**src/hdl/bpcd_pkg.sv**
```systemverilog
package bpcd_pkg;
   localparam logic [7:0]  PH_CREDITS   = 8'h08;
   localparam logic [11:0] PD_CREDITS   = 12'h020;
   localparam logic [7:0]  NPH_CREDITS  = 8'h04;
   localparam logic [11:0] NPD_CREDITS  = 12'h001;
   localparam logic [7:0]  CPLH_CREDITS = 8'h00;
   localparam logic [11:0] CPLD_CREDITS = 12'h000;
   localparam int          CREDIT_BYTES = 16;
   localparam int          CREDIT_SHIFT = 4;
   localparam int          WIN_SHIFT    = 20;
   localparam logic [12:0] DW_BYTES     = 13'h0004;
   localparam logic [12:0] LINE_DEF32   = 13'h0080;
   localparam logic [12:0] LINE_DEF64   = 13'h0100;
   localparam logic [12:0] MULT_DEF32   = 13'h0100;
   localparam logic [12:0] MULT_DEF64   = 13'h0180;
   localparam int          LEN_SHIFT    = 5;
   localparam logic [15:0] STC_PERIOD   = 16'h0100;
   localparam logic [7:0]  ADDR_PFCTL   = 8'h00;
   localparam logic [7:0]  ADDR_MISC    = 8'h04;
   localparam logic [7:0]  ADDR_CMD     = 8'h08;
   localparam logic [7:0]  ADDR_MEMWIN  = 8'h0C;
   localparam logic [7:0]  ADDR_PFWIN   = 8'h10;
   localparam logic [7:0]  ADDR_CREDIT  = 8'h14;
   localparam logic [7:0]  ADDR_STATUS  = 8'h18;
   localparam logic [7:0]  ADDR_STCPER  = 8'h1C;
   localparam logic [31:0] PFCTL_RESET  = 32'h0000_0036;

   typedef enum logic [1:0] {CMD_MR, CMD_MRL, CMD_MRM, CMD_OTHER} bpcd_cmd_t;

   // Last member sits in bit 0, so the select bits match the reset value
   typedef struct packed {
      logic [2:0]  multLenSlow;
      logic [2:0]  multLenFast;
      logic [2:0]  lineLenSlow;
      logic [2:0]  lineLenFast;
      logic        multSel;
      logic        lineSel;
      logic        memReadSel;
   } bpcd_pfctl_t;

   typedef struct packed {
      logic [7:0]  ph;
      logic [11:0] pd;
      logic [7:0]  nph;
      logic [11:0] npd;
      logic [7:0]  cplh;
      logic [11:0] cpld;
   } bpcd_credits_t;

   typedef struct packed {
      logic        valid;
      bpcd_cmd_t   cmd;
      logic [31:0] addr;
      logic [12:0] byteCount;
      logic        posted;
   } bpcd_req_t;
endpackage

```
**src/hdl/bpcd_bridge_policy.sv**
```systemverilog
`timescale 1ns/1ps
module bpcd_bridge_policy (
   // Clock and reset
   input  wire logic                    clk,
   input  wire logic                    rst_n,
   // Register port
   input  wire logic [7:0]              regAddr,
   input  wire logic [31:0]             regWdata,
   input  wire logic                    regWr,
   input  wire logic                    regRd,
   output logic [31:0]                  regRdata,
   // Bus mode pins, asynchronous
   input  wire logic                    pinPciXMode,
   input  wire logic                    pinBus64,
   input  wire logic                    pinFastBus,
   // Link request (memory TLP from upstream)
   input  wire logic                    linkReqValid,
   input  wire logic [31:0]             linkReqAddr,
   output logic                         linkFwdDown,
   output logic                         linkUnsupported,
   // Conventional bus request
   input  wire bpcd_pkg::bpcd_req_t     busReq,
   input  wire logic                    busIsCompletion,
   input  wire logic                    bufSpaceOk,
   input  wire logic                    busReqDone,
   output logic                         busFwdUp,
   output logic                         busIgnore,
   output logic                         busRetry,
   output logic                         busCacheHit,
   output logic [12:0]                  fetchBytes,
   // Completion buffer reservation
   input  wire logic                    cplSpaceOk,
   output logic                         readIssue,
   // Credits
   output bpcd_pkg::bpcd_credits_t      credits,
   output logic [12:0]                  pdCreditBytes
);
   // Synchronised mode pins
   logic [2:0] modeMeta_q;
   logic [2:0] mode_q;
   logic       pciXMode;
   logic       bus64;
   logic       fastBus;

   // Registers
   bpcd_pkg::bpcd_pfctl_t pfCtl_q, pfCtl_d;
   logic        stcEn_q, stcEn_d;
   logic        memEn_q, memEn_d;
   logic        bmEn_q, bmEn_d;
   logic [7:0]  cacheLineDw_q, cacheLineDw_d;
   logic [11:0] memBase_q, memBase_d, memLimit_q, memLimit_d;
   logic [11:0] pfBase_q, pfBase_d, pfLimit_q, pfLimit_d;
   logic [15:0] stcPeriod_q, stcPeriod_d;
   logic [31:0] regRdata_q, regRdata_d;

   // Short-term cache
   logic        cacheValid_q, cacheValid_d;
   logic        cachePart_q, cachePart_d;
   logic [31:0] cacheAddr_q, cacheAddr_d;
   logic [12:0] cacheLeft_q, cacheLeft_d;
   logic [15:0] stcTimer_q, stcTimer_d;

   // Output registers
   logic        linkFwdDown_q, linkFwdDown_d;
   logic        linkUnsup_q, linkUnsup_d;
   logic        busFwdUp_q, busFwdUp_d;
   logic        busIgnore_q, busIgnore_d;
   logic        busCacheHit_q, busCacheHit_d;
   logic [12:0] fetchBytes_q, fetchBytes_d;

   logic        linkMemHit, busMemHit, busPfHit;
   logic [12:0] fetchCalc;
   logic        isRead;
   logic        stcExpire;

   bpcd_window_decode uLinkWin (
      .baseMb  (memBase_q),
      .limitMb (memLimit_q),
      .addr    (linkReqAddr),
      .hit     (linkMemHit)
   );

   bpcd_window_decode uBusWin (
      .baseMb  (memBase_q),
      .limitMb (memLimit_q),
      .addr    (busReq.addr),
      .hit     (busMemHit)
   );

   bpcd_window_decode uBusPfWin (
      .baseMb  (pfBase_q),
      .limitMb (pfLimit_q),
      .addr    (busReq.addr),
      .hit     (busPfHit)
   );

   bpcd_prefetch_size uSize (
      .pfCtl       (pfCtl_q),
      .pciXMode    (pciXMode),
      .bus64       (bus64),
      .fastBus     (fastBus),
      .cacheLineDw (cacheLineDw_q),
      .cmd         (busReq.cmd),
      .byteCount   (busReq.byteCount),
      .fetchBytes  (fetchCalc)
   );

   // Mode pins come from outside; first stage feeds only the second
   always_ff @(posedge clk or negedge rst_n) begin
      if (!rst_n) begin
         modeMeta_q <= 3'h0;
         mode_q     <= 3'h0;
      end else begin
         modeMeta_q <= {pinPciXMode, pinBus64, pinFastBus};
         mode_q     <= modeMeta_q;
      end
   end
   assign pciXMode = mode_q[2];
   assign bus64    = mode_q[1];
   assign fastBus  = mode_q[0];

   // Credits are constants advertised at link start
   always_comb begin
      credits.ph   = bpcd_pkg::PH_CREDITS;
      credits.pd   = bpcd_pkg::PD_CREDITS;
      credits.nph  = bpcd_pkg::NPH_CREDITS;
      credits.npd  = bpcd_pkg::NPD_CREDITS;
      credits.cplh = bpcd_pkg::CPLH_CREDITS;
      credits.cpld = bpcd_pkg::CPLD_CREDITS;
      pdCreditBytes = 13'(bpcd_pkg::PD_CREDITS << bpcd_pkg::CREDIT_SHIFT);
   end

   // Register file
   always_comb begin
      pfCtl_d       = pfCtl_q;
      stcEn_d       = stcEn_q;
      memEn_d       = memEn_q;
      bmEn_d        = bmEn_q;
      cacheLineDw_d = cacheLineDw_q;
      memBase_d     = memBase_q;
      memLimit_d    = memLimit_q;
      pfBase_d      = pfBase_q;
      pfLimit_d     = pfLimit_q;
      stcPeriod_d   = stcPeriod_q;
      regRdata_d    = 32'h0000_0000;
      if (regWr) begin
         unique case (regAddr)
            bpcd_pkg::ADDR_PFCTL:  pfCtl_d = regWdata[14:0];
            bpcd_pkg::ADDR_MISC: begin
               stcEn_d       = regWdata[0];
               cacheLineDw_d = regWdata[15:8];
            end
            bpcd_pkg::ADDR_CMD: begin
               memEn_d = regWdata[1];
               bmEn_d  = regWdata[2];
            end
            bpcd_pkg::ADDR_MEMWIN: begin
               memBase_d  = regWdata[15:4];
               memLimit_d = regWdata[31:20];
            end
            bpcd_pkg::ADDR_PFWIN: begin
               pfBase_d  = regWdata[15:4];
               pfLimit_d = regWdata[31:20];
            end
            bpcd_pkg::ADDR_STCPER: stcPeriod_d = regWdata[15:0];
            default: ;
         endcase
      end
      if (regRd) begin
         unique case (regAddr)
            bpcd_pkg::ADDR_PFCTL:  regRdata_d = {17'h0_0000, pfCtl_q};
            bpcd_pkg::ADDR_MISC:   regRdata_d = {16'h0000, cacheLineDw_q, 7'h00, stcEn_q};
            bpcd_pkg::ADDR_CMD:    regRdata_d = {29'h0000_0000, bmEn_q, memEn_q, 1'b0};
            bpcd_pkg::ADDR_MEMWIN: regRdata_d = {memLimit_q, 4'h0, memBase_q, 4'h0};
            bpcd_pkg::ADDR_PFWIN:  regRdata_d = {pfLimit_q, 4'h0, pfBase_q, 4'h0};
            bpcd_pkg::ADDR_CREDIT: regRdata_d = {credits.nph[3:0], credits.npd[3:0],
                                                 credits.ph, credits.pd[7:0], 8'h00};
            bpcd_pkg::ADDR_STATUS: regRdata_d = {3'h0, cacheLeft_q, 7'h00, mode_q,
                                                 4'h0, cachePart_q, cacheValid_q};
            bpcd_pkg::ADDR_STCPER: regRdata_d = {16'h0000, stcPeriod_q};
            default:               regRdata_d = 32'h0000_0000;
         endcase
      end
   end

   always_ff @(posedge clk or negedge rst_n) begin
      if (!rst_n) begin
         pfCtl_q       <= bpcd_pkg::PFCTL_RESET[14:0];
         stcEn_q       <= 1'b0;
         memEn_q       <= 1'b0;
         bmEn_q        <= 1'b0;
         cacheLineDw_q <= 8'h00;
         memBase_q     <= 12'hFFF;
         memLimit_q    <= 12'h000;
         pfBase_q      <= 12'hFFF;
         pfLimit_q     <= 12'h000;
         stcPeriod_q   <= bpcd_pkg::STC_PERIOD;
         regRdata_q    <= 32'h0000_0000;
      end else begin
         pfCtl_q       <= pfCtl_d;
         stcEn_q       <= stcEn_d;
         memEn_q       <= memEn_d;
         bmEn_q        <= bmEn_d;
         cacheLineDw_q <= cacheLineDw_d;
         memBase_q     <= memBase_d;
         memLimit_q    <= memLimit_d;
         pfBase_q      <= pfBase_d;
         pfLimit_q     <= pfLimit_d;
         stcPeriod_q   <= stcPeriod_d;
         regRdata_q    <= regRdata_d;
      end
   end
   assign regRdata = regRdata_q;

   // Forwarding decode and short-term cache
   assign isRead    = busReq.valid && !busReq.posted && (busReq.cmd != bpcd_pkg::CMD_OTHER);
   assign stcExpire = cachePart_q && (stcTimer_q == 16'h0000);

   always_comb begin
      linkFwdDown_d = 1'b0;
      linkUnsup_d   = 1'b0;
      busFwdUp_d    = 1'b0;
      busIgnore_d   = 1'b0;
      busCacheHit_d = 1'b0;
      fetchBytes_d  = fetchBytes_q;
      cacheValid_d  = cacheValid_q;
      cachePart_d   = cachePart_q;
      cacheAddr_d   = cacheAddr_q;
      cacheLeft_d   = cacheLeft_q;
      stcTimer_d    = (cachePart_q && stcTimer_q != 16'h0000) ? stcTimer_q - 16'h0001
                                                               : stcTimer_q;
      if (linkReqValid) begin
         linkUnsup_d   = !memEn_q;
         linkFwdDown_d = memEn_q && linkMemHit;
      end
      if (busReq.valid && !busIsCompletion) begin
         if (!bmEn_q) begin
            busIgnore_d = 1'b1;
         end else begin
            // Memory disabled leaves no window claimed, so all goes up
            busFwdUp_d = !memEn_q || (!busMemHit && !busPfHit);
         end
      end
      if (isRead && bmEn_q && busFwdUp_d) begin
         if (cacheValid_q && busReq.addr == cacheAddr_q) begin
            busCacheHit_d = 1'b1;
            cachePart_d   = 1'b0;
         end else begin
            fetchBytes_d = fetchCalc;
         end
      end
      if (busReqDone) begin
         // Cache only pays off when the master streams back soon
         if (stcEn_q && !pciXMode) begin
            cacheValid_d = 1'b1;
            cachePart_d  = 1'b1;
            cacheAddr_d  = busReq.addr + 32'(busReq.byteCount);
            cacheLeft_d  = fetchBytes_q - busReq.byteCount;
            stcTimer_d   = stcPeriod_q;
         end else begin
            cacheValid_d = 1'b0;
            cachePart_d  = 1'b0;
         end
      end
      if (stcExpire || (busReq.valid && busReq.posted)) begin
         cacheValid_d = 1'b0;
         cachePart_d  = 1'b0;
      end
   end

   always_ff @(posedge clk or negedge rst_n) begin
      if (!rst_n) begin
         linkFwdDown_q <= 1'b0;
         linkUnsup_q   <= 1'b0;
         busFwdUp_q    <= 1'b0;
         busIgnore_q   <= 1'b0;
         busCacheHit_q <= 1'b0;
         fetchBytes_q  <= 13'h0000;
         cacheValid_q  <= 1'b0;
         cachePart_q   <= 1'b0;
         cacheAddr_q   <= 32'h0000_0000;
         cacheLeft_q   <= 13'h0000;
         stcTimer_q    <= 16'h0000;
      end else begin
         linkFwdDown_q <= linkFwdDown_d;
         linkUnsup_q   <= linkUnsup_d;
         busFwdUp_q    <= busFwdUp_d;
         busIgnore_q   <= busIgnore_d;
         busCacheHit_q <= busCacheHit_d;
         fetchBytes_q  <= fetchBytes_d;
         cacheValid_q  <= cacheValid_d;
         cachePart_q   <= cachePart_d;
         cacheAddr_q   <= cacheAddr_d;
         cacheLeft_q   <= cacheLeft_d;
         stcTimer_q    <= stcTimer_d;
      end
   end

   assign linkFwdDown     = linkFwdDown_q;
   assign linkUnsupported = linkUnsup_q;
   assign busFwdUp        = busFwdUp_q;
   assign busIgnore       = busIgnore_q;
   assign busCacheHit     = busCacheHit_q;
   assign fetchBytes      = fetchBytes_q;
   // Completions never retried; requests only on lack of space
   assign busRetry  = busReq.valid && !busIsCompletion && bmEn_q && !bufSpaceOk;
   // Space for returned data is reserved before the read goes out
   assign readIssue = busFwdUp_q && !busCacheHit_q && cplSpaceOk;
endmodule

```
**src/hdl/bpcd_prefetch_size.sv**
```systemverilog
`timescale 1ns/1ps
module bpcd_prefetch_size (
   // Configuration
   input  wire bpcd_pkg::bpcd_pfctl_t pfCtl,
   input  wire logic                  pciXMode,
   input  wire logic                  bus64,
   input  wire logic                  fastBus,
   input  wire logic [7:0]            cacheLineDw,
   // Request
   input  wire bpcd_pkg::bpcd_cmd_t   cmd,
   input  wire logic [12:0]           byteCount,
   // Result
   output logic [12:0]                fetchBytes
);
   logic [12:0] lineBytes;
   logic [12:0] progLine;
   logic [12:0] progMult;
   always_comb begin
      lineBytes = {3'h0, cacheLineDw, 2'h0};
      progLine = {7'h00, (fastBus ? pfCtl.lineLenFast : pfCtl.lineLenSlow), 3'h0}
                 << bpcd_pkg::LEN_SHIFT;
      progMult = {7'h00, (fastBus ? pfCtl.multLenFast : pfCtl.multLenSlow), 3'h0}
                 << bpcd_pkg::LEN_SHIFT;
      if (pciXMode) begin
         fetchBytes = byteCount;
      end else begin
         unique case (cmd)
            bpcd_pkg::CMD_MR: begin
               // Plain reads stay minimal unless software opts in
               fetchBytes = !pfCtl.memReadSel ? (bus64 ? 13'(2*bpcd_pkg::DW_BYTES)
                                                 : bpcd_pkg::DW_BYTES) : progLine;
            end
            bpcd_pkg::CMD_MRL: begin
               if (!pfCtl.lineSel) fetchBytes = lineBytes;
               else fetchBytes = bus64 ? bpcd_pkg::LINE_DEF64 : bpcd_pkg::LINE_DEF32;
            end
            bpcd_pkg::CMD_MRM: begin
               if (!pfCtl.multSel) fetchBytes = 13'(lineBytes << 1);
               else fetchBytes = bus64 ? bpcd_pkg::MULT_DEF64 : bpcd_pkg::MULT_DEF32;
            end
            default: fetchBytes = byteCount;
         endcase
      end
   end
endmodule

```
**src/hdl/bpcd_window_decode.sv**
```systemverilog
`timescale 1ns/1ps
module bpcd_window_decode (
   // Window bounds in 1 MB units
   input  wire logic [11:0] baseMb,
   input  wire logic [11:0] limitMb,
   // Address under test
   input  wire logic [31:0] addr,
   // Result
   output logic             hit
);
   logic [11:0] addrMb;
   assign addrMb = addr[31:bpcd_pkg::WIN_SHIFT];
   assign hit = (baseMb <= limitMb) && (addrMb >= baseMb) && (addrMb <= limitMb);
endmodule

```
**config.mk**
```make
export PLATFORM = sky130hd
export DESIGN_NAME = bpcd_bridge_policy
export DESIGN_NICKNAME = d
export VERILOG_FILES = /design/src/hdl/bpcd_pkg.sv /design/src/hdl/bpcd_bridge_policy.sv /design/src/hdl/bpcd_prefetch_size.sv /design/src/hdl/bpcd_window_decode.sv
export SDC_FILE = /design/constraint.sdc
export NUM_CORES = 1
export LEC_CHECK = 0
export ABC_AREA = 1
export BUFFER_PORTS_ARGS = -buffer_cell sky130_fd_sc_hd__buf_2
export CORE_MARGIN = 1.5
export CORE_UTILIZATION = 40
export DETAILED_ROUTE_END_ITERATION = 10
export PLACE_DENSITY = 0.7
export SYNTH_ARGS = -nofsm -noshare
export SYNTH_HDL_FRONTEND = slang
export SYNTH_SLANG_ARGS = --single-unit
```
**constraint.sdc**
```tcl
create_clock -name clk -period 1.75 [get_ports clk]
set_input_delay 0.2625 -clock clk [delete_from_list [all_inputs] [get_ports clk]]
set_output_delay 0.2625 -clock clk [all_outputs]
set_load 0.02 [all_outputs]
```
---- After elaboration in Yosys (flattened, before gate mapping) ----
Cells that the tools add are included.
storage, ports and cells
  flip-flop bits (word level) ............. 209
  word-level logic and storage cells ...... 130
  input port bits ......................... 133
  output and inout bits ................... 125
operators by class
  reductions and logical operators ........ 48
  add/sub/neg operators ................... 3
  order comparisons ....................... 8
  bitwise operators ....................... 1
  muxes and demuxes ....................... 29
  equality and inequality tests ........... 11
operators by type and width
  kind                                                                   number
  32-bit one-hot mux with 8 select lines                                 1
  12-bit less-or-equal comparator                                        5
  13-bit two-way mux                                                     4
  16-bit two-way mux                                                     3
  13-bit one-hot mux with 3 select lines                                 1
  12-bit greater-or-equal comparator                                     3
  32-bit by 13-bit adder with 32-bit output                              1
  32-bit == test                                                         1
  8-bit by 5-bit == test with 1-bit output (second input constant)       4
  32-bit two-way mux                                                     1
  1-bit logical AND                                                      22
  2-bit AND reduction                                                    9
  8-bit by 4-bit == test with 1-bit output (second input constant)       2
  16-bit logical NOT                                                     1
  16-bit nonzero test                                                    1
  16-bit by 1-bit subtractor with 16-bit output (second input constant)  1
  1-bit two-way mux                                                      15
  13-bit subtractor                                                      1
  9-bit two-way mux                                                      1
  8-bit by 3-bit == test with 1-bit output (second input constant)       1
  1-bit logical NOT                                                      8
  8-bit logical NOT                                                      1
  8-bit two-way mux                                                      1
  3-bit nonzero test                                                     2
  other kinds (9)                                                        10

---- Logic depth before layout (Yosys ltp) ----
  word-level depth ........................ 12
  mapped depth ............................ 17
  depth with buffers taken out ............ 16

---- Hierarchy ----
Synthesis repeated with hierarchy kept, for this count alone.
second synthesis, totals
  cell total of the unflattened synthesis .. 2245
  area total of the unflattened synthesis .. 15554.9 sq um
by module, submodules not included
  module                              cells an instance  instances  area an instance (sq um)  sequential area each (sq um)
  bpcd_bridge_policy                  1673               1          12201.7                   5266.3
  bpcd_window_decode (uBusPfWin ...)  156                2          977.2                     0.0
  bpcd_window_decode (uLinkWin)       156                1          970.9                     0.0
  bpcd_prefetch_size                  104                1          427.9                     0.0

---- Least setup slack after synthesis ----
No wires, ideal clock.
  kind .................................... register -> register
  start point ............................. register fetchBytes_q[0], in the netlist fetchBytes[0]
  end point ............................... register cacheLeft_q[10]
  stages on the path, launching flop included .. 12
  required time ........................... 1.667 ns
  period minus slack after synthesis ...... 2.102 ns
  arrival time ............................ 2.019 ns
  path slack .............................. -0.352 ns
  setup time .............................. 0.083 ns
  path buffers ............................ 0
  path through ............................ dfrtp_1 -> inv_1 -> ha_1 -> fa_1 -> inv_1 -> nand3_1 -> nand2_1 -> a21oi_1 -> o21ai_0 -> a21oi_1 -> xor2_1 -> o21ai_0
between the ends
  word-level cells in the longest chain between the ends .. 1
ends and longest elaborated chain
  item                    line                       text
  from (decl)             bpcd_bridge_policy.sv:69   logic [12:0] fetchBytes_q, fetchBytes_d;
  from (signal assigned)  bpcd_bridge_policy.sv:290  fetchBytes_q <= fetchBytes_d;
  13-bit subtractor       bpcd_bridge_policy.sv:258  cacheLeft_d = fetchBytes_q - busReq.byteCount;
  to (signal assigned)    bpcd_bridge_policy.sv:294  cacheLeft_q <= cacheLeft_d;
  to (decl)               bpcd_bridge_policy.sv:60   logic [12:0] cacheLeft_q, cacheLeft_d;
Every way passes these cells.
A chain may end at the register's enable or synchronous reset.

---- Worst setup path in the final report ----
  start point ............................. register memBase_q[8]
  end point ............................... register fetchBytes_q[9], in the netlist fetchBytes[9]
between the ends
  word-level cells in the longest chain between the ends .. 10
  elaborated cells on any way between the ends .. 11
  those cells by class .................... 2 x order compare; 2 x mux; 7 x reduce/logical
ends and longest elaborated chain
  item                                                                                          line                       text
  from (decl)                                                                                   bpcd_bridge_policy.sv:51   logic [11:0] memBase_q, memBase_d, memLimit_q, memLimit_d;
  from (signal assigned)                                                                        bpcd_bridge_policy.sv:205  memBase_q <= memBase_d;
  12-bit less-or-equal comparator / 12-bit greater-or-equal comparator (equally long branches)  bpcd_window_decode.sv:13   assign hit = (baseMb <= limitMb) && (addrMb >= baseMb) && (addrMb <= limitMb);
  1-bit logical AND (*) (2 in series)                                                           bpcd_window_decode.sv:13
  1-bit logical NOT (*)                                                                         bpcd_bridge_policy.sv:241  busFwdUp_d = !memEn_q || (!busMemHit && !busPfHit);
  1-bit logical AND (*)                                                                         bpcd_bridge_policy.sv:241
  1-bit logical OR (*)                                                                          bpcd_bridge_policy.sv:241
  1-bit two-way mux (*)                                                                         bpcd_bridge_policy.sv:237  if (!bmEn_q) begin
  1-bit two-way mux (*)                                                                         bpcd_bridge_policy.sv:236  if (busReq.valid && !busIsCompletion) begin
  1-bit logical AND (*)                                                                         bpcd_bridge_policy.sv:244  if (isRead && bmEn_q && busFwdUp_d) begin
  2-bit AND reduction (no source line) (*)                                                      -
Every way passes the cells marked *; elsewhere a longest branch is shown, timed or not.

==> metrics.cfg <==
[outcome]
status = finished, violations left
violations = negative setup slack

[floorplanning]
chipHeight_um = 192
pin_count = 258
core_area_mm2 = 0.0354
start_util_pct = 40.5
num_rows = 69
fp.dieW_um = 192
die-area_mm2 = 0.0370

[cts]
cts_tree = done
cts_sinks = 209
htreeDepth = 1
clk_latency_ns = 0.55
cts_buffers = 25
clock-root-buffer = clkbuf_16
clockBufferDepth = 3
cts.clk_slew.worst_paths_ns = 0.06

[global_routing]
grt_max_degree = 56
grt_pass1_vias = 14100
grt_use_met2_pct = 44.6
met1_usage_pct = 34.5
grt.busiest_layer = met2
grt_pass1_wl_um = 75400
track_usage_pct = 26.6
grtUsageMet3_pct = 3.03
antenna_found_initial = 0
overflow = 0

[synth]
synth_edf_count = 0
synthDistinctLibCells = 59
yosysSeqAreaShare_pct = 36.8
ys_warn_count = 0
ys.flop_type = dfrtp_1
ys_ff_latch = 209
async_reset_ff_share_pct = 100
syn_inst = 1886
syn_avg_cell_area_um2 = 7.59
syn-cell-area_mm2 = 0.0143

[routing]
wire_per_inst_um = 17.7
first_pass_iters = 6
postRouteAntennaNets = 0
initialDrtViolationCount = 1003
post-route-drc-count = 0
via_count = 14400
viasPerCell = 5.12
routed_wirelength_um = 49800

[worst_setup_path]
worstSetupPathType = register to register
crit_chain = inv_1 -> ha_1 -> nand4_1 -> a21oi_1 -> nor2_1 -> nand2_1 -> nand3_2 -> nand2_4 -> buf_6 -> nand2_8 -> nand4_4 -> nand2_1 -> nand2_1
cp_slowest_cell = dfstp_2
path_buf_inv = 2
cp_top_family = simple AND/OR/NAND/NOR gates
worst_setup_path_start_kind = register
cp_common_cell = nand2_1
end_kind = register
max_stage_delay_ns = 0.55
worstPathArrival_ns = 2.56
crit_fanout = 7
cp_data_required_time_ns = 2.19

[power]
pwr-share-comb_pct = 29.1
p_int_uw = 10600
ir_worst_vdd_mv = 0.706
power_leakage_uw = 0.00988
seqPwrFrac_pct = 34.9
switching_power_uw = 5070
powerDensity_mw_per_mm2 = 807
swShare_pct = 32.4
p_clk_share_pct = 36.0

[timing]
rsz0062_at_grt = true
fin_crit_sh_pct = 121
fin_setup_tns_ns = -5.71
period_needed_ns = 2.12
slew_viol_final = 0
fin_ws_ns = -0.373
slew-limit-headroom_pct = 62.1
fmax_mhz = 471
report.final.setup_viol = 20
final_hold_viol_count = 0
fin_worst_skew_ns = 0.0171
worstMarginPinSlew_ns = 0.569

[finish]
final_layout_size_suffix_gt1_share_pct = 31.2
area_growth_pct = 35.5
layout.nets = 2587
n_antenna_cell = 0

[placed_design]
dp_hpwl_um = 38800
dpl_worst_slack_ns = -0.481
gp_congestion = 0.973
io_buffers = 160

[hold_path]
worst_hold_path_type = input port to register

[job]
cap_violations = 0

==> layer usage <==
layer / vias up / wire length (um) / share of wire [%]
met2: 572 / 23700 / 48
met4: 0 / 2070 / 4.1
li1: 6900 / - / -
met3: 126 / 3230 / 6.5
met1: 6774 / 20900 / 42
met5: - / 0 / 0
==> cell usage in the layout (no fill, tap or decap), types with 10 or more instances in the layout <==
cell       count
a21oi_1       58
a21oi_2       18
a221oi_1      10
a31oi_1       10
buf_12        11
buf_2        158
buf_4        273
buf_6         11
clkbuf_16     25
conb_1        73
dfrtp_1      177
dfstp_2       29
ha_1          87
ha_4          35
inv_1        224
inv_2         43
nand2_1      479
nand2_2       20
nand3_1       39
nand4_1       51
nor2_1        96
nor2_2        12
nor3_1        22
o21ai_0      130
o21ai_1       43
o22ai_1       15
or2_2         12
xnor2_1       18
xor2_1        31
==> Yosys cell counts (29+ instances only) <==
cell | number | share of area (%)
nand2_1 | 498 | 13
inv_1 | 261 | 6.8
dfrtp_1 | 180 | 31
o21ai_0 | 143 | 5.0
ha_1 | 123 | 11
nor2_1 | 111 | 2.9
a21oi_1 | 77 | 2.7
buf_4 | 75 | 3.9
nand4_1 | 51 | 2.2
nand3_1 | 45 | 1.6
o21ai_1 | 34 | 1.2
xor2_1 | 32 | 2.0
dfstp_2 | 29 | 5.3
==> power groups by stage <==
stage | logic, uW | registers (uW) | clock network, uW
global route | 5000 | 5490 | 5860
global placement | 3820 | 5510 | 0
detailed placement | 3910 | 5510 | 0
CTS | 4240 | 5440 | 5690
finish | 4550 | 5460 | 5640
floorplan | 2120 | 5560 | 0
==> flip-flops by register name (all words and copies together), names as in the netlist, 13 cells and up <==
| name | cells |
|---|---|
| cacheLeft_q | 13 |
| fetchBytes | 13 |
| stcPeriod_q | 16 |
| pfCtl_q | 15 |
| stcTimer_q | 16 |
| regRdata | 32 |
| cacheAddr_q | 32 |
==> path summary, 6_finish.rpt <==
kind	startpoint	endpoint	slack (ns)	cells after the start
min in group asynchronous	rst_n	stcTimer_q[6]	0.20	2
max in group asynchronous	rst_n	memBase_q[0]	0.84	3
min reg2reg	modeMeta_q[0]	mode_q[0]	0.35	0
min	regWdata[22]	memLimit_q[2]	0.01	3
max reg2reg	memBase_q[8]	fetchBytes[9]	-0.37	13
max	memBase_q[8]	fetchBytes[9]	-0.37	13
==> per-stage QoR <==
step / instance area (um2) / instances / util, % / power [uW] / hold slack, ns
global placement: 17600 / 2732 / 49.7 / 9330 / 0.179
finish: 19400 / 2809 / 54.8 / 15700 / 0.0123
floorplan: 14800 / 1957 / - / 7670 / -0.0331
CTS: 19000 / 2800 / 53.6 / 15400 / 0.00406
detailed placement: 17600 / 2732 / 49.7 / 9420 / 0.177
global route: 19400 / 2809 / 54.8 / 16400 / 0.0311
==> tightest hold or removal path: stages <==
cell	delay, ns
buf_2	0.09
inv_1	0.09
o21ai_2	0.07
==> cells by family after synthesis <==
logic type | Yosys count | synth area share (%)
adders and majority gates | 125 | 11.0
xor gates and xnor gates | 52 | 3.18
muxes | 1 | 0.0699
and+or+nand+nor | 778 | 23.3
other | 2 | 0.0524
DFF | 209 | 36.8
buffers and inverters | 387 | 12.5
AOI/OAI and AO/OA | 332 | 13.1
==> timing repair <==
action,4_1_cts,5_1_grt
setup buffers,15,11
hold endpoints to repair,139,0
endpoints found under the setup margin,25,37
cloned,2,0
hold buffers,8,0
gates resized for setup,79,88
pin swaps,50,49
==> cell type report <==
cell class / count / area, um2
Multi-Input combinational cell: 1362 / 8380
Tap cell: 461 / 577
Inverter: 269 / 1010
Sequential cell: 209 / 5270
Clock buffer: 30 / 684
Fill cell: 3241 / 16000
Clock inverter: 16 / 195
Timing Repair Buffer: 462 / 3280
(Power assumes the default switching activity.)
